===== src/common/pmms_pkg.sv =====
// Constants, mode type and helpers for the per-port media mode select block
// Operation
// - Select high sets status, forces fiber mode
// - Fiber duplex comes from fiber duplex pin; fiber chosen by the config pins takes duplex_pin instead
// - Select low clears the media status bit
// - Select low: global config pins choose mode
// - Config pins apply to all ports together
// - Fiber mode remaps network pins to fiber
// - Stacked variant: fiber only on ports 1, 3
// - Status bit is bit 2, register 19
package pmms_pkg;

   // Port count and config pin width
   localparam int PMMS_PORTS = 4;
   localparam int PMMS_CFG_W = 3;
   localparam int PMMS_ADDR_W = 12;
   localparam int PMMS_SYNC_STAGES = 2;

   // Operating modes of one port
   typedef enum logic [1:0] {
      PMMS_MODE_10T = 2'b00,
      PMMS_MODE_TX = 2'b01,
      PMMS_MODE_FX = 2'b10
   } pmms_mode_type;

   // Config pin codes and their modes
   localparam logic [2:0] PMMS_CFG_10T_A = 3'h0;
   localparam logic [2:0] PMMS_CFG_10T_B = 3'h1;
   localparam logic [2:0] PMMS_CFG_TX_A = 3'h2;
   localparam logic [2:0] PMMS_CFG_TX_B = 3'h3;
   localparam logic [2:0] PMMS_CFG_FX = 3'h4;

   // Fiber capable port masks per variant
   localparam logic [3:0] PMMS_CAP_QUAD = 4'hf;
   localparam logic [3:0] PMMS_CAP_STACKED = 4'ha;

   // Register map: byte addresses
   localparam logic [11:0] PMMS_CTRL_ADDR = 12'h000;
   localparam logic [11:0] PMMS_STATUS_ADDR = 12'h004;
   localparam int PMMS_PORT_CFG_IDX = 19;
   localparam logic [7:0] PMMS_PORT_CFG_BYTE = 8'(PMMS_PORT_CFG_IDX * 4);
   localparam int PMMS_PORT_SHIFT = 8;

   // Field positions and reset values
   localparam int PMMS_MEDIA_BIT = 2;
   localparam int PMMS_CTRL_DRIVE_BIT = 0;
   localparam logic PMMS_CTRL_DRIVE_RST = 1'b1;
   localparam int PMMS_STAT_MODE_LSB = 4;
   localparam int PMMS_STAT_FDX_LSB = 12;

   // Mode chosen by the global config pins
   function automatic pmms_mode_type pmms_cfg_mode(input logic [2:0] cfg);
      case (cfg)
         PMMS_CFG_10T_A, PMMS_CFG_10T_B: pmms_cfg_mode = PMMS_MODE_10T;
         PMMS_CFG_TX_A, PMMS_CFG_TX_B: pmms_cfg_mode = PMMS_MODE_TX;
         PMMS_CFG_FX: pmms_cfg_mode = PMMS_MODE_FX;
         default: pmms_cfg_mode = PMMS_MODE_TX;
      endcase
   endfunction

endpackage


===== src/verilog/pmms_top.sv =====
// Per-port media mode select, network pin routing and APB status registers
//
// Our own choices: the address map and the APB interface to the registers.
`timescale 1ns/1ps

module pmms_top
   import pmms_pkg::*;
#(
   parameter int NUM_PORTS = PMMS_PORTS,
   parameter bit STACKED = 1'b0
) (
   // Clock and reset
   input wire logic clk,
   input wire logic rstn,
   // Strap and global hardware configuration pins
   input wire logic [NUM_PORTS-1:0] media_select_input,
   input wire logic [PMMS_CFG_W-1:0] cfg_pins,
   input wire logic duplex_pin,
   input wire logic fiber_duplex_pin,
   input wire logic scrambler_bypass_pin,
   input wire logic autoneg_enable_pin,
   // Per-port result of the mode selection
   output logic [2*NUM_PORTS-1:0] port_mode,
   output logic [NUM_PORTS-1:0] port_full_duplex,
   output logic [NUM_PORTS-1:0] scrambler_bypass,
   output logic [NUM_PORTS-1:0] autoneg_enable,
   output logic [NUM_PORTS-1:0] media_status,
   // Network pin routing, one line bit per port
   input wire logic [NUM_PORTS-1:0] line_tx,
   output logic [NUM_PORTS-1:0] line_rx,
   input wire logic [NUM_PORTS-1:0] tp_in,
   input wire logic [NUM_PORTS-1:0] fib_in,
   output logic [NUM_PORTS-1:0] tp_out,
   output logic [NUM_PORTS-1:0] fib_out,
   // APB slave
   input wire logic psel,
   input wire logic penable,
   input wire logic pwrite,
   input wire logic [PMMS_ADDR_W-1:0] paddr,
   input wire logic [31:0] pwdata,
   output logic [31:0] prdata,
   output logic pready,
   output logic pslverr
);

   // Only the four-port layout is served by the map and masks
   if (NUM_PORTS != PMMS_PORTS) begin : g_bad_ports
      $error("pmms_top: NUM_PORTS must be 4");
   end

   // Ports that may run fiber in this variant
   localparam logic [3:0] CAP = STACKED ? PMMS_CAP_STACKED : PMMS_CAP_QUAD;

   // Synchroniser stages for the strap
   logic [NUM_PORTS-1:0] sel_s1; // First stage, read only by sel_s2
   logic [NUM_PORTS-1:0] sel_s2; // Stable strap level
   // Software drive enable for the line outputs
   logic ctrl_drive_en;
   // Next values of the mode outputs
   logic [NUM_PORTS-1:0] fiber_forced;
   logic [2*NUM_PORTS-1:0] next_mode;
   logic [NUM_PORTS-1:0] next_fdx;
   logic [NUM_PORTS-1:0] next_fiber;
   // APB decode
   logic setup;
   logic access_done;
   logic [31:0] next_rdata;
   logic next_err;
   logic [1:0] port_sel;

   // Strap is treated as static; two flops keep a slow edge from upsetting the mode
   always_ff @(posedge clk or negedge rstn) begin
      if (!rstn) begin
         sel_s1 <= '0;
         sel_s2 <= '0;
      end else begin
         sel_s1 <= media_select_input;
         sel_s2 <= sel_s1;
      end
   end

   // Per-port mode choice from the strap and the global pins
   always_comb begin
      pmms_mode_type cfg_m;
      cfg_m = pmms_cfg_mode(cfg_pins);
      fiber_forced = '0;
      next_mode = '0;
      next_fdx = '0;
      next_fiber = '0;
      for (int p = 0; p < NUM_PORTS; p++) begin
         // Ports without fiber capability ignore their strap
         fiber_forced[p] = sel_s2[p] & CAP[p];
         if (fiber_forced[p]) begin
            // Strap high forces fiber operation
            next_mode[2*p +: 2] = PMMS_MODE_FX;
            next_fdx[p] = fiber_duplex_pin;
         end else if (cfg_m == PMMS_MODE_FX && !CAP[p]) begin
            // Twisted-pair only port falls back to 100 TX
            next_mode[2*p +: 2] = PMMS_MODE_TX;
            next_fdx[p] = duplex_pin;
         end else begin
            // Strap low leaves the mode to the global pins
            next_mode[2*p +: 2] = cfg_m;
            next_fdx[p] = duplex_pin;
         end
         next_fiber[p] = (next_mode[2*p +: 2] == PMMS_MODE_FX);
      end
   end

   // Mode outputs; all ports load the global pins on the same edge
   always_ff @(posedge clk or negedge rstn) begin
      if (!rstn) begin
         port_mode <= '0;
         port_full_duplex <= '0;
         scrambler_bypass <= '0;
         autoneg_enable <= '0;
         media_status <= '0;
      end else begin
         port_mode <= next_mode;
         port_full_duplex <= next_fdx;
         scrambler_bypass <= {NUM_PORTS{scrambler_bypass_pin}};
         autoneg_enable <= {NUM_PORTS{autoneg_enable_pin}};
         media_status <= fiber_forced;
      end
   end

   // Network pin routing; registered, so data lags the line by one cycle
   always_ff @(posedge clk or negedge rstn) begin
      if (!rstn) begin
         tp_out <= '0;
         fib_out <= '0;
         line_rx <= '0;
      end else begin
         for (int p = 0; p < NUM_PORTS; p++) begin
            if (next_fiber[p]) begin
               // Fiber: transmit on fiber pair, receive from fiber pair
               tp_out[p] <= 1'b0;
               fib_out[p] <= line_tx[p] & ctrl_drive_en;
               line_rx[p] <= fib_in[p];
            end else begin
               // Twisted pair: the same pins act as TP lines
               tp_out[p] <= line_tx[p] & ctrl_drive_en;
               fib_out[p] <= 1'b0;
               line_rx[p] <= tp_in[p];
            end
         end
      end
   end

   // APB phases; pready rises in the access cycle, so every transfer has no wait
   assign setup = psel & ~penable;
   assign access_done = psel & penable & pready;
   assign port_sel = paddr[PMMS_PORT_SHIFT +: 2];

   // Read mux and address check, evaluated in the setup cycle
   always_comb begin
      next_rdata = 32'h0;
      next_err = 1'b0;
      if (paddr == PMMS_CTRL_ADDR) begin
         next_rdata[PMMS_CTRL_DRIVE_BIT] = ctrl_drive_en;
      end else if (paddr == PMMS_STATUS_ADDR) begin
         // Strap result, modes and duplex of every port
         next_rdata[NUM_PORTS-1:0] = media_status;
         next_rdata[PMMS_STAT_MODE_LSB +: 2*NUM_PORTS] = port_mode;
         next_rdata[PMMS_STAT_FDX_LSB +: NUM_PORTS] = port_full_duplex;
      end else if (paddr[PMMS_PORT_SHIFT-1:0] == PMMS_PORT_CFG_BYTE &&
                   paddr[PMMS_ADDR_W-1:PMMS_PORT_SHIFT+2] == '0) begin
         // Port configuration register; only the media bit is modelled
         next_rdata[PMMS_MEDIA_BIT] = media_status[port_sel];
      end else begin
         // Unmapped address answers with an error
         next_err = 1'b1;
      end
   end

   // Bus answer flops
   always_ff @(posedge clk or negedge rstn) begin
      if (!rstn) begin
         pready <= 1'b0;
         prdata <= 32'h0;
         pslverr <= 1'b0;
      end else if (setup) begin
         pready <= 1'b1;
         prdata <= pwrite ? 32'h0 : next_rdata;
         pslverr <= next_err;
      end else begin
         pready <= 1'b0;
         pslverr <= 1'b0;
      end
   end

   // Control register; writes to read-only registers are dropped silently
   always_ff @(posedge clk or negedge rstn) begin
      if (!rstn) begin
         ctrl_drive_en <= PMMS_CTRL_DRIVE_RST;
      end else if (access_done && pwrite && paddr == PMMS_CTRL_ADDR) begin
         ctrl_drive_en <= pwdata[PMMS_CTRL_DRIVE_BIT];
      end
   end
endmodule // pmms_top

===== config.mk =====
export PLATFORM = sky130hd
export DESIGN_NAME = pmms_top
export DESIGN_NICKNAME = d
export VERILOG_FILES = /design/src/common/pmms_pkg.sv /design/src/verilog/pmms_top.sv
export SDC_FILE = /design/constraint.sdc
export NUM_CORES = 1
export LEC_CHECK = 0
export BUFFER_PORTS_ARGS = -buffer_cell sky130_fd_sc_hd__buf_2
export CORE_ASPECT_RATIO = 0.75
export CORE_MARGIN = 4
export CORE_UTILIZATION = 45
export CTS_CLUSTER_DIAMETER = 50
export CTS_CLUSTER_SIZE = 30
export DETAILED_ROUTE_END_ITERATION = 8
export PLACE_DENSITY = 0.86
export RECOVER_POWER = 50
export SLEW_MARGIN = 20
export SYNTH_ARGS = -nofsm -noshare
export SYNTH_HDL_FRONTEND = slang
export SYNTH_SLANG_ARGS = --single-unit

===== constraint.sdc =====
create_clock -name clk -period 4.33 [get_ports clk]
set_clock_uncertainty 0.1 [all_clocks]
set_input_delay 1.299 -clock clk [delete_from_list [all_inputs] [get_ports clk]]
set_output_delay 1.299 -clock clk [all_outputs]
set_load 0.01 [all_outputs]

==> results.json, run 1 <==
{
  "outcome": "finished with violations",
  "violations": "capacitance limit, slew limit",
  "placed_cells": 298,
  "cp.buffers_inverters": 2,
  "ys_warn_count": 0,
  "layout.nets": 324,
  "overflow": 0,
  "critPathLaunch": "penable",
  "grt.met1_usage": 0.1711,
  "p_clk_frac": 0.425,
  "p_per_area_mw_per_mm2": 408.5,
  "period_needed_ns": 2.833,
  "peakVddDrop_v": 0.0002733,
  "synth_edf_count": 0,
  "grt_util_met3": 0.09988,
  "r2r-start": "media_status[1]",
  "critPathSlowestCell": "nor4_4",
  "cp_top_family": "simple AND/OR/NAND/NOR gates",
  "drv_slew": 39,
  "wl_um": 4424,
  "end_kind": "flip-flop",
  "fin_ws_ns": 1.497,
  "grt_pass1_wl_um": 6686,
  "ant_nets": 0,
  "core_area_mm2": 0.004546,
  "critPathMaxStageDelay_ns": 0.81,
  "synthDistinctLibCells": 24,
  "drc": 0,
  "antenna_found_initial": 0,
  "cts_tree": "built",
  "comb_power_share": 0.079,
  "num_vias": 1455,
  "swShare": 0.2240,
  "die_h_um": 67.94,
  "wl_per_cell_um": 14.13,
  "num_rows": 21,
  "synthArstFlopShare": 1.000,
  "die_w_um": 87.92,
  "max_freq_mhz": 353.0,
  "h-tree-depth": 3,
  "clk_pin_slew_ns": 0.06,
  "numCtsBuffers": 9,
  "grt-busiest-layer": "met2",
  "worst_pin_slew_ns": 1.922,
  "dp_hpwl_um": 3390,
  "io_buffers": 94,
  "cts_hold_buf": 0,
  "ios": 142,
  "cts_setup_buffers": 0,
  "tns_ns": 0,
  "cp_cell_sequence": "buf_2 > nand2b_1 > clkbuf_1 > nor4_4 > a22o_2",
  "gp_congestion": 0.7394,
  "syn_area_mm2": 0.002156,
  "syn2layout_area_growth_pct": 28.61,
  "cap_violations": 1,
  "p_sw_w": 0.0002536,
  "grt_usage": 0.1584,
  "synth-seq-cells": 57,
  "grt_pass1_vias": 1443,
  "finalHoldViolations": 0,
  "cp-start-kind": "primary input",
  "p_int_w": 0.0008789,
  "clk_path_buf_depth": 2,
  "synth.yosys.seq_area_share": 0.6622,
  "cts_resized": 0,
  "criticalPathCategory": "in2reg",
  "setup_viol": 0,
  "p_leak_nw": 1.491,
  "drtIter0Drc": 43,
  "dp_worst_setup_slack_ns": 1.288,
  "insertion_delay_ns": 0.33,
  "finalPower_w": 0.001133,
  "finalNonFillerCells": 313,
  "dieArea_mm2": 0.005973,
  "globalRouteMet2Util": 0.2547,
  "min_from": "sel_s1[3]",
  "dr.pass1.iters": 4,
  "finalCritPeriodShare": 0.6542,
  "final_area_mm2": 0.002773,
  "clkSinkCount": 57,
  "grt_max_degree": 39,
  "grt_setup_unrepaired": "false",
  "cp.arrival_ns": 3.00,
  "initial_core_util": 0.4743,
  "antenna_cells": 0,
  "synthFlopType": "dfrtp_1",
  "path_max_fanout": 21,
  "drive_above_1_share": 0.5078,
  "hp-class": "reg2reg",
  "syn_inst": 155,
  "maxSlewHeadroom": -0.2813,
  "avgSynthCellArea_um2": 13.91,
  "power_frac_seq": 0.496,
  "required_ns": 4.50,
  "viasPerCell": 4.649,
  "cts_root_buf": "clkbuf_8",
  "place_area_mm2": 0.002585
}
-- synthesized netlist by cell type (2+ instances only) --
cell	instances	share of area
nand2_1	8	0.014
dfrtp_1	56	0.65
nor3_1	2	0.0046
clkbuf_1	2	0.0035
nand4_1	2	0.0058
inv_1	6	0.010
mux2_2	9	0.047
nor4_4	3	0.030
buf_4	22	0.077
nor2_1	18	0.031
a22o_1	5	0.020
a22o_2	10	0.046
-- logic make-up after synthesis --
kind of cell,Yosys count,share of synthesized area
mux,11,0.06385
buf+inv,31,0.09576
compound gates,19,0.08009
simple gates,36,0.09634
flops,57,0.6622
other cells,1,0.001739
-- layout by cell type (no fill, tap or decap), drive strengths merged --
cell type,count
a2111oi,1
a21oi,1
a22o,15
a31oi,1
buf,92
bufinv,1
clkbuf,16
clkinv,2
conb,16
dfrtp,56
dfstp,1
inv,6
mux2,9
mux2i,1
mux4,1
nand2,8
nand2b,1
nand3,1
nand4,2
nor2,18
nor3,2
nor3b,1
nor4,3
o41ai,1
-- layout make-up --
type,instances,area [um2]
multi-input combinational,82,578.1
clock inverter,3,40.04
inverter,6,22.52
clock buffer,12,155.1
tap,57,71.32
sequential,57,1428
fill,387,1773
timing repair buffer,96,478.0
-- metrics by stage --
| stage | utilization | hold WS (ns) |
|---|---|---|
| 2_1_floorplan | - | 0.2312 |
| 3_3_place_gp | 0.5687 | 0.2312 |
| 3_5_place_dp | 0.5687 | 0.2347 |
| 4_1_cts | 0.6116 | 0.2484 |
| 5_1_grt | 0.6100 | 0.2566 |
| 6_report | 0.6100 | 0.2466 |
-- registers in the layout, indices dropped and copies added, names as in the netlist --
| name | count |
|---|---|
| ctrl_drive_en | 1 |
| tp_out | 4 |
| autoneg_enable | 1 |
| prdata | 16 |
| scrambler_bypass | 1 |
| line_rx | 4 |
| media_status | 4 |
| fib_out | 4 |
| sel_s1 | 4 |
| pslverr | 1 |
| port_full_duplex | 4 |
| fiber_forced | 4 |
| pready | 1 |
| port_mode | 8 |
-- per-layer routing --
| layer | share of wire | wire [um] |
|---|---|---|
| met1 | 0.38 | 1682 |
| met2 | 0.48 | 2120 |
| met3 | 0.13 | 563 |
| met4 | 0.013 | 58 |
| met5 | 0 | 0 |
-- final timing paths --
| kind | end | slack (ns) | cells after the start |
|---|---|---|---|
| setup / recovery | prdata[15] | 1.50 | 5 |
| min in group asynchronous | line_rx[0] | 1.40 | 1 |
| hold / removal | fiber_forced[3] | 0.25 | 0 |
| max in group asynchronous | sel_s1[2] | 1.58 | 2 |
| hold reg to reg | fiber_forced[3] | 0.25 | 0 |
| setup reg to reg | prdata[2] | 2.87 | 4 |
-- worst register-to-register path, delay by kind of cell, from the launching register on --
kind | cells | cell delay (ns)
multiplexers | 1 | 0.51
flip-flops | 1 | 0.40
AO/OA/AOI/OAI | 1 | 0.17
AND/OR/NAND/NOR | 2 | 0.16
-- power by group through the flow --
stage	logic [W]	clock network, W	registers (W)
after CTS	0.0000919	0.000500	0.000562
after global routing	0.000101	0.000522	0.000564
after detailed placement	0.0000917	0	0.000572
after global placement	0.0000893	0	0.000571
final	0.0000896	0.000481	0.000562
after floorplan	0.0000426	0	0.000577
No activity file was read; power rests on OpenSTA's default activity.
==> inputs of run 2 (changes only) <==
--- a/config.mk
+++ b/config.mk
@@ -8,11 +8,11 @@
 export BUFFER_PORTS_ARGS = -buffer_cell sky130_fd_sc_hd__buf_2
 export CORE_ASPECT_RATIO = 0.75
 export CORE_MARGIN = 4
-export CORE_UTILIZATION = 45
+export CORE_UTILIZATION = 41
 export CTS_CLUSTER_DIAMETER = 50
 export CTS_CLUSTER_SIZE = 30
 export DETAILED_ROUTE_END_ITERATION = 8
-export PLACE_DENSITY = 0.86
+export PLACE_DENSITY = 0.79
 export RECOVER_POWER = 50
 export SLEW_MARGIN = 20
 export SYNTH_ARGS = -nofsm -noshare
==> constraint.sdc (replaced) <==
create_clock -name clk -period 2.8 [get_ports clk]
set_clock_uncertainty 0.1 [all_clocks]
set_input_delay 0.84 -clock clk [delete_from_list [all_inputs] [get_ports clk]]
set_output_delay 0.84 -clock clk [all_outputs]
set_load 0.01 [all_outputs]
==> results.json, run 2 (same netlist as run 1, synthesis figures left out) <==
{
  "outcome": "completed",
  "antenna_found_initial": 0,
  "regMostFlops": "prdata",
  "cp.arrival_ns": 2.14,
  "hp-class": "reg2reg",
  "viasPerCell": 4.552,
  "power_frac_seq": 0.483,
  "finalHoldViolations": 0,
  "tns_ns": 0,
  "cp.buffers_inverters": 1,
  "max_freq_mhz": 503.9,
  "largest_reg_flops": 16,
  "layout.cells.most_common": "buf_2",
  "grt_max_degree": 35,
  "path_max_fanout": 4,
  "rrSetupSlack_ns": 1.36,
  "cap_violations": 0,
  "required_ns": 2.96,
  "io_buffers": 94,
  "drive_above_1_share": 0.5233,
  "cts_root_buf": "clkbuf_8",
  "end_kind": "flip-flop",
  "wl_met1_um": 2000,
  "grt_setup_unrepaired": "false",
  "initial_core_util": 0.4327,
  "regToRegEndpoint": "prdata[2]",
  "layout.nets": 325,
  "p_leak_nw": 1.510,
  "r2r_cells": 4,
  "setup_viol": 0,
  "insertion_delay_ns": 0.33,
  "grt_usage": 0.1612,
  "ant_nets": 0,
  "die_h_um": 70.80,
  "maxSlewHeadroom": 0.1395,
  "reg_top3": "prdata: 16 flops, port_mode: 8 flops",
  "dr.pass1.iters": 4,
  "period_needed_ns": 1.985,
  "comb_power_share": 0.080,
  "clkSinkCount": 57,
  "numCtsBuffers": 9,
  "r2r-start": "media_status[1]",
  "grt_pass1_vias": 1533,
  "endpoint": "ctrl_drive_en",
  "critPathMaxStageDelay_ns": 0.38,
  "drtIter0Drc": 45,
  "critPathSlowestCell": "nor4_4",
  "route.met2.wl_um": 2246,
  "cp_top_family": "simple AND/OR/NAND/NOR gates",
  "cts_tree": "built",
  "critPathLaunch": "paddr[9]",
  "dieArea_mm2": 0.006494,
  "p_int_w": 0.001392,
  "routed-wl-met3_um": 602,
  "finalPower_w": 0.001800,
  "p_sw_w": 0.0004081,
  "finalCritPeriodShare": 0.7088,
  "core_area_mm2": 0.004982,
  "path_depth": 5,
  "ios": 142,
  "num_vias": 1502,
  "cts_setup_buffers": 0,
  "gp_congestion": 0.7221,
  "clk_path_buf_depth": 2,
  "dp_hpwl_um": 3709,
  "die_w_um": 91.73,
  "cts_hold_buf": 0,
  "nFillCells": 424,
  "top_layer_used": "met4",
  "wl_per_cell_um": 14.80,
  "regArea_mm2": 0.001428,
  "peakVddDrop_v": 0.0003850,
  "overflow": 0,
  "antenna_cells": 0,
  "clk_pin_slew_ns": 0.06,
  "cp_cell_sequence": "buf_2 > nor4_4 > nand3_2 > nor3_1 > mux2_2",
  "final_cell_mix": "buf_2 (92), dfrtp_1 (56), nor2_1 (18), conb_1 (16), clkbuf_8 (12)",
  "drc": 0,
  "multiInputGateArea_um2": 578.1,
  "num_rows": 22,
  "cts_resized": 0,
  "p_per_area_mw_per_mm2": 634.6,
  "h-tree-depth": 3,
  "drv_slew": 0,
  "cp-start-kind": "primary input",
  "syn2layout_area_growth_pct": 31.57,
  "wl_um": 4883,
  "p_clk_frac": 0.437,
  "worst_pin_slew_ns": 1.291,
  "swShare": 0.2267,
  "grt_pass1_wl_um": 7776,
  "criticalPathCategory": "in2reg"
}
==> run 2: cell count changes in the layout (fill, tap and decap cells not counted) <==
cell | previous run | this run
buf_12 | 0 | 1
buf_2 | 91 | 92
buf_4 | 1 | 2
clkbuf_1 | 5 | 2
clkbuf_8 | 11 | 12
clkinv_2 | 2 | 1
clkinvlp_4 | 0 | 2
==> run 2: metrics by stage <==
stage	hold WS [ns]	setup WS (ns)	util	cells	cell area (um2)
after floorplan	0.2312	0.7749	-	170	2212
after global placement	0.2324	0.5303	0.5266	314	2624
after detailed placement	0.2347	0.4474	0.5266	314	2624
after CTS	0.2494	0.8206	0.5698	330	2839
after global routing	0.2529	0.7675	0.5693	330	2836
final	0.2478	0.8154	0.5693	330	2836
==> run 2: worst register-to-register path, delay by kind of cell, from the launching register on <==
family,cells,cell delay (ns)
flip-flops,1,0.40
AO/OA/AOI/OAI,1,0.17
AND/OR/NAND/NOR,2,0.15
multiplexers,1,0.50
==> run 2: worst min-delay path by stage <==
stage | end | startpoint | slack (ns) | cells after the start
5_1_grt | fiber_forced[1] | sel_s1[1] | 0.25 | 0
6_report | fiber_forced[3] | sel_s1[3] | 0.25 | 0
4_1_cts | fiber_forced[2] | sel_s1[2] | 0.25 | 0
3_3_place_gp | fiber_forced[2] | sel_s1[2] | 0.23 | 0
3_5_place_dp | fiber_forced[2] | sel_s1[2] | 0.23 | 0
2_1_floorplan | fiber_forced[0] | sel_s1[0] | 0.23 | 0
==> run 2: final cells by class <==
class	instances	share of cell area
Clock inverter	4	0.01764
Timing Repair Buffer	97	0.1773
Tap cell	72	0.03176
Inverter	6	0.007940
Clock buffer	12	0.05823
Multi-Input combinational cell	82	0.2038
Sequential cell	57	0.5033
==> run 2: metal layers <==
| layer | track usage | vias to the layer above |
|---|---|---|
| met1 | 0.1923 | 724 |
| li1 | - | 688 |
| met4 | 0.04448 | 0 |
| met3 | 0.1031 | 4 |
| met2 | 0.2437 | 86 |
| met5 | 0 | - |
==> run 2: power by group through the flow <==
stage | clock, W | combinational [W] | sequential [W]
2_1_floorplan | 0 | 0.0000659 | 0.000893
3_3_place_gp | 0 | 0.000143 | 0.000883
3_5_place_dp | 0 | 0.000146 | 0.000884
4_1_cts | 0.000817 | 0.000147 | 0.000869
5_1_grt | 0.000855 | 0.000160 | 0.000873
6_report | 0.000787 | 0.000144 | 0.000869
